==> src/shared/rtcc_pkg.sv <==
package rtcc_pkg;
  // timing
  localparam int unsigned CLK_PERIOD_NS = 20;
  localparam int unsigned BUSY_TIME_US  = 62500;
  localparam int unsigned BUSY_CYCLES   = BUSY_TIME_US * 1000 / CLK_PERIOD_NS;
  localparam int unsigned SUB_CLK_HZ    = 32768;
  // register byte offsets
  localparam logic [7:0] ADDR_RUNCTL = 8'h00;
  localparam logic [7:0] ADDR_IRQEN  = 8'h04;
  localparam logic [7:0] ADDR_CSR    = 8'h08;
  localparam logic [7:0] ADDR_SEC    = 8'h0C;
  localparam logic [7:0] ADDR_MIN    = 8'h10;
  localparam logic [7:0] ADDR_HOUR   = 8'h14;
  localparam logic [7:0] ADDR_WDAY   = 8'h18;
  localparam logic [7:0] ADDR_FLAG   = 8'h1C;
  // time_run_control fields
  localparam int RUN_BIT       = 7;
  localparam int FMT_BIT       = 6;
  localparam int AFTERNOON_BIT = 5;
  localparam int SRST_BIT      = 4;
  localparam int INT_BIT       = 3;
  localparam logic [7:0] RUNCTL_MASK  = 8'hF8;
  localparam logic [7:0] RUNCTL_RESET = 8'h00;
  // periodic_irq_enable fields
  localparam int EV_SEC     = 0;
  localparam int EV_WEEK    = 4;
  localparam int OVF_EN_BIT = 5;
  localparam logic [7:0] IRQEN_MASK  = 8'h3F;
  localparam logic [7:0] IRQEN_RESET = 8'h00;
  // clock_source_select fields
  localparam int CSR_CAL_BIT = 3;
  localparam int CSR_OUT_LO  = 5;
  localparam logic [7:0] CSR_MASK  = 8'h6F;
  localparam logic [7:0] CSR_RESET = 8'h08;
  // counters
  localparam int BUSY_BIT = 7;
  localparam logic [7:0] SEC_MAX    = 8'h59;
  localparam logic [7:0] HOUR12_MAX = 8'h11;
  localparam logic [7:0] HOUR24_MAX = 8'h23;
  localparam logic [7:0] WDAY_MAX   = 8'h06;
  localparam logic [7:0] SEC_MASK   = 8'h7F;
  localparam logic [7:0] HOUR_MASK  = 8'h3F;
  localparam logic [7:0] WDAY_MASK  = 8'h07;
  // flag register
  localparam int FLAG_CLK_BIT = 0;
  localparam int FLAG_OVF_BIT = 1;
  typedef enum logic [0:0] {RTCC_IDLE, RTCC_BUSY} rtcc_state_type;
endpackage

==> src/shared/rtcc_div_if.sv <==
`timescale 1ns/1ns
`default_nettype none
interface rtcc_div_if;
  logic [2:0] fr_sel;
  logic [1:0] out_sel;
  logic       fr_tick;
  logic       clk_div;
  modport top (output fr_sel, output out_sel, input fr_tick, input clk_div);
  modport div (input fr_sel, input out_sel, output fr_tick, output clk_div);
endinterface
`default_nettype wire

==> src/hw/rtcc_div.sv <==
`timescale 1ns/1ns
`default_nettype none
module rtcc_div (
  input  wire logic clk_i,
  input  wire logic rstn_i,
  rtcc_div_if.div   dif
);
  logic [12:0] cnt_r;
  logic        tick_r;
  logic        clk_div_r;

  // log2 of the counter prescale ratio per select code
  function automatic logic [3:0] ratio_log(input logic [2:0] sel);
    case (sel)
      3'h0:    ratio_log = 4'h3;
      3'h1:    ratio_log = 4'h5;
      3'h2:    ratio_log = 4'h7;
      3'h3:    ratio_log = 4'h8;
      3'h4:    ratio_log = 4'h9;
      3'h5:    ratio_log = 4'hB;
      3'h6:    ratio_log = 4'hC;
      default: ratio_log = 4'hD;
    endcase
  endfunction

  logic [13:0] low_mask;
  assign low_mask = (14'h0001 << ratio_log(dif.fr_sel)) - 14'h0001;

  always_ff @(posedge clk_i or negedge rstn_i) begin
    if (!rstn_i) begin
      cnt_r <= 13'h0000;
    end else begin
      cnt_r <= cnt_r + 13'h0001;
    end
  end

  always_ff @(posedge clk_i or negedge rstn_i) begin
    if (!rstn_i) begin
      tick_r    <= 1'b0;
      clk_div_r <= 1'b0;
    end else begin
      tick_r    <= &({1'b0, cnt_r} | ~low_mask);
      clk_div_r <= cnt_r[{1'b0, dif.out_sel} + 3'h1];
    end
  end

  assign dif.fr_tick = tick_r;
  assign dif.clk_div = clk_div_r;
endmodule
`default_nettype wire

==> src/hw/rtcc_top.sv <==
// Functional notes
// run bit starts and stops time counting
// format bit zero: hours count 0 to 11
// format bit one: hours count 0 to 23
// afternoon flag shows half of day
// soft reset clears all but source select; the flag register keeps its value
// software writes soft reset back to zero
// int bit: fire during or after busy
// reserved bits read as zero
// enabled periodic event sets clock flag
// overflow enable gates counter overflow interrupt
// five bits enable week to second events
// non-calendar source gives 8-bit free counter
// seconds register reads counter in that mode
// run bit starts and stops free counter
// source codes pick prescale or calendar
// output select picks divided clock for pin
// clock out only in active or sleep
// busy bit high while counters update
// busy clears after 62.5 ms
// software clears clock flag by writing zero
// week on weekday wrap, day on increment
// 12h wrap toggles afternoon, day on afternoon end
//
// Our own choices: the APB register port and the placing of the registers.
`timescale 1ns/1ns
`default_nettype none
module rtcc_top #(
  parameter int unsigned BUSY_CYC = rtcc_pkg::BUSY_CYCLES,
  parameter int unsigned SUB_DIV  = rtcc_pkg::SUB_CLK_HZ
) (
  input  wire logic        clk_i,
  input  wire logic        rstn_i,
  input  wire logic [7:0]  paddr_i,
  input  wire logic        psel_i,
  input  wire logic        penable_i,
  input  wire logic        pwrite_i,
  input  wire logic [31:0] pwdata_i,
  output logic      [31:0] prdata_o,
  output logic             pready_o,
  output logic             pslverr_o,
  input  wire logic        sub_clk_i,
  input  wire logic        clkout_pin_en_i,
  input  wire logic        pwr_active_i,
  output logic             divided_clock_out_o,
  output logic             clock_irq_flag_o,
  output logic             ovf_irq_flag_o,
  output logic             update_pending_o
);
  import rtcc_pkg::*;

  rtcc_div_if dif ();

  rtcc_div u_div (
    .clk_i  (clk_i),
    .rstn_i (rstn_i),
    .dif    (dif)
  );

  ////////////////////////////////////////////////////////////////
  logic [7:0]     runctl_r;
  logic [7:0]     irqen_r;
  logic [7:0]     csr_r;
  logic [7:0]     sec_r;
  logic [7:0]     min_r;
  logic [7:0]     hour_r;
  logic [7:0]     wday_r;
  logic [7:0]     fr_cnt_r;
  logic [1:0]     flag_r;
  rtcc_state_type state_r;
  logic [31:0]    busy_cnt_r;
  logic [31:0]    sub_cnt_r;
  logic [2:0]     sub_sync_r;
  logic           pready_r;
  logic           pslverr_r;
  logic [31:0]    prdata_r;
  logic           clkout_r;

  logic srst;
  logic run;
  logic cal;
  logic setup;
  logic wr;
  logic sub_edge;
  logic sec_tick;
  logic busy_start;
  logic upd;
  logic [4:0] evt;
  logic [8:0] s_n;
  logic [8:0] m_n;
  logic [8:0] h_n;
  logic [8:0] w_n;
  logic       fire;
  logic       fr_ovf;

  assign srst  = runctl_r[SRST_BIT];
  assign run   = runctl_r[RUN_BIT];
  assign cal   = csr_r[CSR_CAL_BIT];
  assign setup = psel_i & ~penable_i;
  assign wr    = psel_i & penable_i & pwrite_i & pready_r;

  function automatic logic wr_to(input logic w, input logic [7:0] a, input logic [7:0] off);
    wr_to = w && (a == off);
  endfunction

  // returns {wrap, next} of a bcd count that rolls over after maxv
  function automatic logic [8:0] bcd_next(input logic [7:0] v, input logic [7:0] maxv);
    logic [8:0] r;
    r = 9'h000;
    if (v >= maxv) begin
      r = {1'b1, 8'h00};
    end else if (v[3:0] == 4'h9) begin
      r = {1'b0, v[7:4] + 4'h1, 4'h0};
    end else begin
      r = {1'b0, v[7:4], v[3:0] + 4'h1};
    end
    return r;
  endfunction

  ////////////////////////////////////////////////////////////////
  // sub clock arrives from a pin: two flops before the edge detector
  always_ff @(posedge clk_i or negedge rstn_i) begin
    if (!rstn_i) begin
      sub_sync_r <= 3'h0;
    end else begin
      sub_sync_r <= {sub_sync_r[1:0], sub_clk_i};
    end
  end
  assign sub_edge = sub_sync_r[1] & ~sub_sync_r[2];

  // one second prescaler, held while stopped and cleared in counter mode
  always_ff @(posedge clk_i or negedge rstn_i) begin
    if (!rstn_i) begin
      sub_cnt_r <= 32'h0000_0000;
    end else if (srst || !cal) begin
      sub_cnt_r <= 32'h0000_0000;
    end else if (run && sub_edge) begin
      sub_cnt_r <= (sub_cnt_r == SUB_DIV - 1) ? 32'h0000_0000 : sub_cnt_r + 32'h0000_0001;
    end
  end
  assign sec_tick   = run && cal && sub_edge && (sub_cnt_r == SUB_DIV - 1);
  assign busy_start = sec_tick && (state_r == RTCC_IDLE);
  assign upd        = (state_r == RTCC_BUSY) && (busy_cnt_r == BUSY_CYC - 1);

  ////////////////////////////////////////////////////////////////
  // busy window: counters change only at its end
  always_ff @(posedge clk_i or negedge rstn_i) begin
    if (!rstn_i) begin
      state_r    <= RTCC_IDLE;
      busy_cnt_r <= 32'h0000_0000;
    end else if (srst) begin
      state_r    <= RTCC_IDLE;
      busy_cnt_r <= 32'h0000_0000;
    end else begin
      case (state_r)
        RTCC_IDLE: begin
          busy_cnt_r <= 32'h0000_0000;
          if (busy_start) begin
            state_r <= RTCC_BUSY;
          end
        end
        RTCC_BUSY: begin
          busy_cnt_r <= busy_cnt_r + 32'h0000_0001;
          if (upd) begin
            state_r <= RTCC_IDLE;
          end
        end
        default: state_r <= RTCC_IDLE;
      endcase
    end
  end

  ////////////////////////////////////////////////////////////////
  // carries are the same at busy start and end since counts hold
  always_comb begin
    s_n = bcd_next(sec_r, SEC_MAX);
    m_n = bcd_next(min_r, SEC_MAX);
    h_n = bcd_next(hour_r, runctl_r[FMT_BIT] ? HOUR24_MAX : HOUR12_MAX);
    w_n = bcd_next(wday_r, WDAY_MAX);
    evt[0] = 1'b1;
    evt[1] = s_n[8];
    evt[2] = s_n[8] & m_n[8];
    evt[3] = evt[2] & h_n[8] & (runctl_r[FMT_BIT] | runctl_r[AFTERNOON_BIT]);
    evt[4] = evt[3] & w_n[8];
  end

  // second up to week counters; software write wins over an update
  always_ff @(posedge clk_i or negedge rstn_i) begin
    if (!rstn_i) begin
      sec_r  <= 8'h00;
      min_r  <= 8'h00;
      hour_r <= 8'h00;
      wday_r <= 8'h00;
    end else if (srst) begin
      sec_r  <= 8'h00;
      min_r  <= 8'h00;
      hour_r <= 8'h00;
      wday_r <= 8'h00;
    end else begin
      if (wr_to(wr, paddr_i, ADDR_SEC)) begin
        sec_r <= pwdata_i[7:0] & SEC_MASK;
      end else if (upd) begin
        sec_r <= s_n[7:0];
      end
      if (wr_to(wr, paddr_i, ADDR_MIN)) begin
        min_r <= pwdata_i[7:0] & SEC_MASK;
      end else if (upd && evt[1]) begin
        min_r <= m_n[7:0];
      end
      if (wr_to(wr, paddr_i, ADDR_HOUR)) begin
        hour_r <= pwdata_i[7:0] & HOUR_MASK;
      end else if (upd && evt[2]) begin
        hour_r <= h_n[7:0];
      end
      if (wr_to(wr, paddr_i, ADDR_WDAY)) begin
        wday_r <= pwdata_i[7:0] & WDAY_MASK;
      end else if (upd && evt[3]) begin
        wday_r <= w_n[7:0];
      end
    end
  end

  ////////////////////////////////////////////////////////////////
  // control registers; soft reset spares its own bit and the source select
  always_ff @(posedge clk_i or negedge rstn_i) begin
    if (!rstn_i) begin
      runctl_r <= RUNCTL_RESET;
    end else begin
      if (wr_to(wr, paddr_i, ADDR_RUNCTL)) begin
        runctl_r[SRST_BIT] <= pwdata_i[SRST_BIT];
      end
      if (srst) begin
        runctl_r[RUN_BIT:AFTERNOON_BIT] <= 3'h0;
        runctl_r[INT_BIT]               <= 1'b0;
      end else if (wr_to(wr, paddr_i, ADDR_RUNCTL)) begin
        runctl_r[RUN_BIT:AFTERNOON_BIT] <= pwdata_i[RUN_BIT:AFTERNOON_BIT];
        runctl_r[INT_BIT]               <= pwdata_i[INT_BIT];
      end else if (upd && evt[2] && h_n[8] && !runctl_r[FMT_BIT]) begin
        runctl_r[AFTERNOON_BIT] <= ~runctl_r[AFTERNOON_BIT];
      end
      runctl_r[2:0] <= 3'h0;
    end
  end

  always_ff @(posedge clk_i or negedge rstn_i) begin
    if (!rstn_i) begin
      irqen_r <= IRQEN_RESET;
    end else if (srst) begin
      irqen_r <= IRQEN_RESET;
    end else if (wr_to(wr, paddr_i, ADDR_IRQEN)) begin
      irqen_r <= pwdata_i[7:0] & IRQEN_MASK;
    end
  end

  always_ff @(posedge clk_i or negedge rstn_i) begin
    if (!rstn_i) begin
      csr_r <= CSR_RESET;
    end else if (wr_to(wr, paddr_i, ADDR_CSR)) begin
      csr_r <= pwdata_i[7:0] & CSR_MASK;
    end
  end

  ////////////////////////////////////////////////////////////////
  // free-running counter mode
  assign dif.fr_sel  = csr_r[2:0];
  assign dif.out_sel = csr_r[CSR_OUT_LO+1:CSR_OUT_LO];
  assign fr_ovf = run && !cal && dif.fr_tick && (fr_cnt_r == 8'hFF);

  always_ff @(posedge clk_i or negedge rstn_i) begin
    if (!rstn_i) begin
      fr_cnt_r <= 8'h00;
    end else if (srst) begin
      fr_cnt_r <= 8'h00;
    end else if (!cal && wr_to(wr, paddr_i, ADDR_SEC)) begin
      fr_cnt_r <= pwdata_i[7:0];
    end else if (run && !cal && dif.fr_tick) begin
      fr_cnt_r <= fr_cnt_r + 8'h01;
    end
  end

  ////////////////////////////////////////////////////////////////
  // flags: writing zero clears, a same-cycle event wins
  assign fire = (runctl_r[INT_BIT] ? upd : busy_start)
                && |(evt & irqen_r[EV_WEEK:EV_SEC]);

  always_ff @(posedge clk_i or negedge rstn_i) begin
    if (!rstn_i) begin
      flag_r <= 2'h0;
    end else begin
      if (fire) begin
        flag_r[FLAG_CLK_BIT] <= 1'b1;
      end else if (wr_to(wr, paddr_i, ADDR_FLAG) && !pwdata_i[FLAG_CLK_BIT]) begin
        flag_r[FLAG_CLK_BIT] <= 1'b0;
      end
      if (fr_ovf && irqen_r[OVF_EN_BIT]) begin
        flag_r[FLAG_OVF_BIT] <= 1'b1;
      end else if (wr_to(wr, paddr_i, ADDR_FLAG) && !pwdata_i[FLAG_OVF_BIT]) begin
        flag_r[FLAG_OVF_BIT] <= 1'b0;
      end
    end
  end

  ////////////////////////////////////////////////////////////////
  // apb slave: no wait state, read data captured in the setup cycle
  always_ff @(posedge clk_i or negedge rstn_i) begin
    if (!rstn_i) begin
      pready_r  <= 1'b0;
      pslverr_r <= 1'b0;
      prdata_r  <= 32'h0000_0000;
    end else begin
      pready_r  <= setup;
      pslverr_r <= 1'b0;
      prdata_r  <= 32'h0000_0000;
      if (setup) begin
        case (paddr_i)
          ADDR_RUNCTL: prdata_r[7:0] <= runctl_r;
          ADDR_IRQEN:  prdata_r[7:0] <= irqen_r;
          ADDR_CSR:    prdata_r[7:0] <= csr_r;
          ADDR_SEC:    prdata_r[7:0] <= cal ? {update_pending_o, sec_r[6:0]} : fr_cnt_r;
          ADDR_MIN:    prdata_r[7:0] <= {update_pending_o, min_r[6:0]};
          ADDR_HOUR:   prdata_r[7:0] <= {update_pending_o, hour_r[6:0]};
          ADDR_WDAY:   prdata_r[7:0] <= {update_pending_o, wday_r[6:0]};
          ADDR_FLAG:   prdata_r[1:0] <= flag_r;
          default:     pslverr_r <= 1'b1;
        endcase
      end
    end
  end

  // clock output only while enabled on the port and in active or sleep
  always_ff @(posedge clk_i or negedge rstn_i) begin
    if (!rstn_i) begin
      clkout_r <= 1'b0;
    end else begin
      clkout_r <= clkout_pin_en_i && pwr_active_i && dif.clk_div;
    end
  end

  assign prdata_o            = prdata_r;
  assign pready_o            = pready_r;
  assign pslverr_o           = pslverr_r;
  assign divided_clock_out_o = clkout_r;
  assign clock_irq_flag_o    = flag_r[FLAG_CLK_BIT];
  assign ovf_irq_flag_o      = flag_r[FLAG_OVF_BIT];
  assign update_pending_o    = (state_r == RTCC_BUSY);

  ////////////////////////////////////////////////////////////////
  int unsigned busy_len_h;
  always_ff @(posedge clk_i or negedge rstn_i) begin
    if (!rstn_i) begin
      busy_len_h <= 0;
    end else begin
      busy_len_h <= update_pending_o ? busy_len_h + 1 : 0;
    end
  end
endmodule
`default_nettype wire

==> config.mk <==
export PLATFORM = sky130hd
export DESIGN_NAME = rtcc_top
export DESIGN_NICKNAME = d
export VERILOG_FILES = /design/src/shared/rtcc_pkg.sv /design/src/shared/rtcc_div_if.sv /design/src/hw/rtcc_div.sv /design/src/hw/rtcc_top.sv
export SDC_FILE = /design/constraint.sdc
export NUM_CORES = 1
export LEC_CHECK = 0
export BUFFER_PORTS_ARGS = -buffer_cell sky130_fd_sc_hd__buf_2
export CELL_PAD_IN_SITES_DETAIL_PLACEMENT = 2
export CELL_PAD_IN_SITES_GLOBAL_PLACEMENT = 2
export CORE_MARGIN = 10
export CORE_UTILIZATION = 40
export CTS_CLUSTER_DIAMETER = 30
export CTS_CLUSTER_SIZE = 10
export DETAILED_ROUTE_END_ITERATION = 8
export PLACE_DENSITY_LB_ADDON = 0.1
export RECOVER_POWER = 100
export SETUP_SLACK_MARGIN = 0.1
export SLEW_MARGIN = 20
export SYNTH_ARGS = -nofsm -noshare
export SYNTH_HDL_FRONTEND = slang
export SYNTH_SLANG_ARGS = --single-unit
export TNS_END_PERCENT = 20
==> constraint.sdc <==
create_clock -name clk_i -period 7 [get_ports clk_i]
set_clock_uncertainty 0.05 [all_clocks]
set_input_delay 0.35 -clock clk_i [delete_from_list [all_inputs] [get_ports clk_i]]
set_output_delay 0.35 -clock clk_i [all_outputs]
set_load 0.02 [all_outputs]
==> results_dict.tcl <==
set metrics [dict create \
    synth-xor-area-share_pct 6.13 \
    avgRoutedWirePerCell_um 23.2 \
    gp_congestion 0.908 \
    worstMarginPinSlew_ns 2.28 \
    diodes 0 \
    synthDistinctLibCells 68 \
    path_buf_inv 0 \
    p_leak_nw 3.88 \
    place_inst 1225 \
    clk_latency_ns 0.43 \
    min_period_ns 4.95 \
    synthArstFlopShare_pct 100 \
    wl_mm 29.2 \
    final_cells 1259 \
    max_freq_mhz 202 \
    min_from "pwr_active_i" \
    ir_worst_vdd_uv 132 \
    ys_ff_latch 153 \
    finalHoldViolCount 0 \
    drc 0 \
    avgSynthCellArea_um2 9.23 \
    maxCapViolations 3 \
    die_w_um 168 \
    cts_tree "yes" \
    detail_route.first_pass.iterations 5 \
    top_layer "met4" \
    min_to "divided_clock_out_o" \
    core_area_um2 21200 \
    grt_antenna_before_repair 0 \
    synthAdderAreaFrac_pct 2.58 \
    post-route-util_pct 45.2 \
    grt_start_max_net_pins 84 \
    area_delta_synth_final_pct 10.0 \
    track_usage_pct 20.7 \
    root_buffer "clkbuf_16" \
    synth_compound_area_share_pct 13.9 \
    wl_met2_mm 14.8 \
    dp_hpwl_mm 20.6 \
    ioPinCount 86 \
    power.density_nw_per_um2 207 \
    crit_type "reg2reg" \
    cts.sinks 153 \
    tns_ns 0 \
    nets 1037 \
    max_slew_margin_pct -53.7 \
    rows 53 \
    r2r-end "runctl_r[5]" \
    numPortBuffers 37 \
    vias 7578 \
    die_height_um 168 \
    clk_pin_slew_ns 0.07 \
    cp_slowest_stage_delay_ns 1.80 \
    drive_above_1_share_pct 8.43 \
    dpl-instance-area_um2 9060 \
    holdPathStages 2 \
    p_total_mw 1.98 \
    path_max_fanout 9 \
    dr_wl_met3_um 994 \
    synthFlopType "dfrtp_1" \
    initial_utilization_pct 41.1 \
    cts_max_level 4 \
    worst-r2r-setup-slack_ns 2.05 \
    crit_required_ns 7.26 \
    synth-seq-area-share_pct 43.9 \
    crit_arrival_ns 5.21 \
    r2r_start "update_pending_o" \
    end_kind "flop" \
    nFillCells 2334 \
    outcome "finished with violations" \
    dieArea_um2 28100 \
    drt_iter0_drc 588 \
    yosys_warnings 0 \
    syn-cell-area_um2 8720 \
    clk_path_buf_depth 2 \
    crit_path_top_delay_cell "nor4_1" \
    grt_pass1_vias 8348 \
    ant_nets 0 \
    synthCells 945 \
    overflow 0 \
    cts_buffers 17 \
    rsz0062_at_grt "false" \
    synth-simple-area-share_pct 23.5 \
    crit_path_cell_trace "nor4b_1 > nand4_1 > nor4_1 > nand3_1 > or4_1 > a311oi_1" \
    violations "max-capacitance violations, max-slew violations" \
    post_cts_buffers 0 \
    grt_pass1_wl_mm 47.7 \
    slew_viol_final 56 \
    synth_top_family_by_area "simple AND/OR/NAND/NOR gates" \
    wl_met1_mm 13.1 \
    cpLargestDelayFamily "simple AND/OR/NAND/NOR gates" \
    cp-start-kind "flop" \
    hold_path.class "in2reg" \
    reg2reg_depth 6 \
    vias_per_cell 6.02 \
    setup_viol 0 \
    synth-edff-count 0 \
    post-route-period-util_pct 70.7 \
    design_area_um2 9600 \
    synth_mux_area_share_pct 4.73 \
]
per-stage QoR:
| stage | hold WS, ns | worst slack [ns] |
|---|---|---|
| after floorplan | 0.00441 | 4.37 |
| final | 0.110 | 2.05 |
| after CTS | 0.107 | 3.55 |
| after detailed placement | 0.304 | 3.67 |
| after global routing | 0.124 | 1.81 |
| after global placement | 0.294 | 3.83 |
final cells by class:
cell class	count	area [um^2]	area share [%]
repair buffers	47	236	2.46
well taps	275	344	3.59
flip-flops and latches	153	3830	39.9
inverters	29	109	1.13
clock buffers	20	447	4.66
multi-input cells	723	4490	46.8
clock inverters	12	143	1.49
power by group:
| part | switching [mW] | internal (mW) |
|---|---|---|
| Combinational | 0.0872 | 0.0390 |
| Clock | 0.395 | 0.539 |
| Sequential | 0.0250 | 0.899 |
| Total | 0.508 | 1.48 |
cells in the mapped netlist, drive strengths merged (3+ instances only):
cell       n  area share (%)
xnor2     26             2.6
nor3b      3            0.26
nor2b      8            0.57
and4       6            0.60
a31oi     11            0.79
mux2i     21             2.4
o21ai     40             2.3
mux2      14             1.8
nor4b      5            0.57
nand2     73             3.1
a22oi      7            0.60
xor2      35             3.5
o22ai      4            0.29
a211oi    19             1.6
dfrtp    152              44
inv       29             1.2
nand4     28             2.0
ha        18             2.6
or2        6            0.43
o31ai      7            0.60
a32oi      4            0.40
a21oi     52             3.0
o2bb2ai    3            0.30
buf       30             2.6
clkbuf    33             1.4
nand3     47             2.8
and3      17             1.2
and2       4            0.29
nand2b     5            0.36
or3       13            0.93
a311oi     3            0.30
nor4      16             1.6
o21a       3            0.26
a221oi     5            0.50
nor2     112             4.8
nand3b     9            0.77
or4        9            0.82
a22o       6            0.60
o211ai     4            0.40
nor3      30             1.7
kinds of logic after synthesis:
family	after synthesis
other	1
and+or+nand+nor	396
xor gates and xnor gates	61
adders and majority gates	18
AOI/OAI and AO/OA	187
DFF	153
buffers and inverters	92
muxes	37
worst reg2reg max path, cell delays in order, from the launching register on:
cell and delay [ns]:
dfrtp_1 0.61, nor4b_1 0.38, nand4_1 0.19, nor4_1 1.80, nand3_1 0.82, or4_1 0.71, a311oi_1 0.27
cell usage in the layout (no fill, tap or decap), types with 24 or more instances in the layout:
cell type and n:
nand2_1 73, a21oi_1 52, nor3_1 30, nand3_1 46
nor2_1 112, conb_1 24, dfrtp_1 152, o21ai_0 37
xnor2_1 26, inv_1 29, nand4_1 28, xor2_1 35
sequential cells by signal, indices dropped and copies added (netlist names):
name                 count
pslverr_o                1
flag_r                   2
prdata_o                 8
update_pending_o         1
pready_o                 1
u_div.dif.clk_div        1
hour_r                   8
divided_clock_out_o      1
u_div.dif.fr_tick        1
fr_cnt_r                 8
sec_r                    8
busy_cnt_r              32
u_div.cnt_r             13
wday_r                   8
sub_cnt_r               32
irqen_r                  6
csr_r                    6
min_r                    8
sub_sync_r               3
runctl_r                 5
what timing repair did:
| action | CTS | global route |
|---|---|---|
| hold buffers | 2 | 0 |
| gates resized for setup | 0 | 0 |
| hold endpoints to repair | 56 | 0 |
routing by layer:
metal  vias to the layer above  GRT usage (%)
met3                        18           3.23
met1                      4016           27.2
met2                       128           35.3
li1                       3416              -
met5                         -              0
met4                         0           4.20
how the worst max path moves through the flow:
stage	start	endpoint	slack, ns	cells past startpoint
6_report	update_pending_o	runctl_r[5]	2.05	6
5_1_grt	update_pending_o	runctl_r[5]	1.81	6
4_1_cts	busy_cnt_r[12]	runctl_r[5]	3.55	6
3_5_place_dp	update_pending_o	runctl_r[5]	3.67	6
3_3_place_gp	update_pending_o	runctl_r[5]	3.83	6
2_1_floorplan	update_pending_o	wday_r[2]	4.37	8
Power figures use the tool's default switching activity.
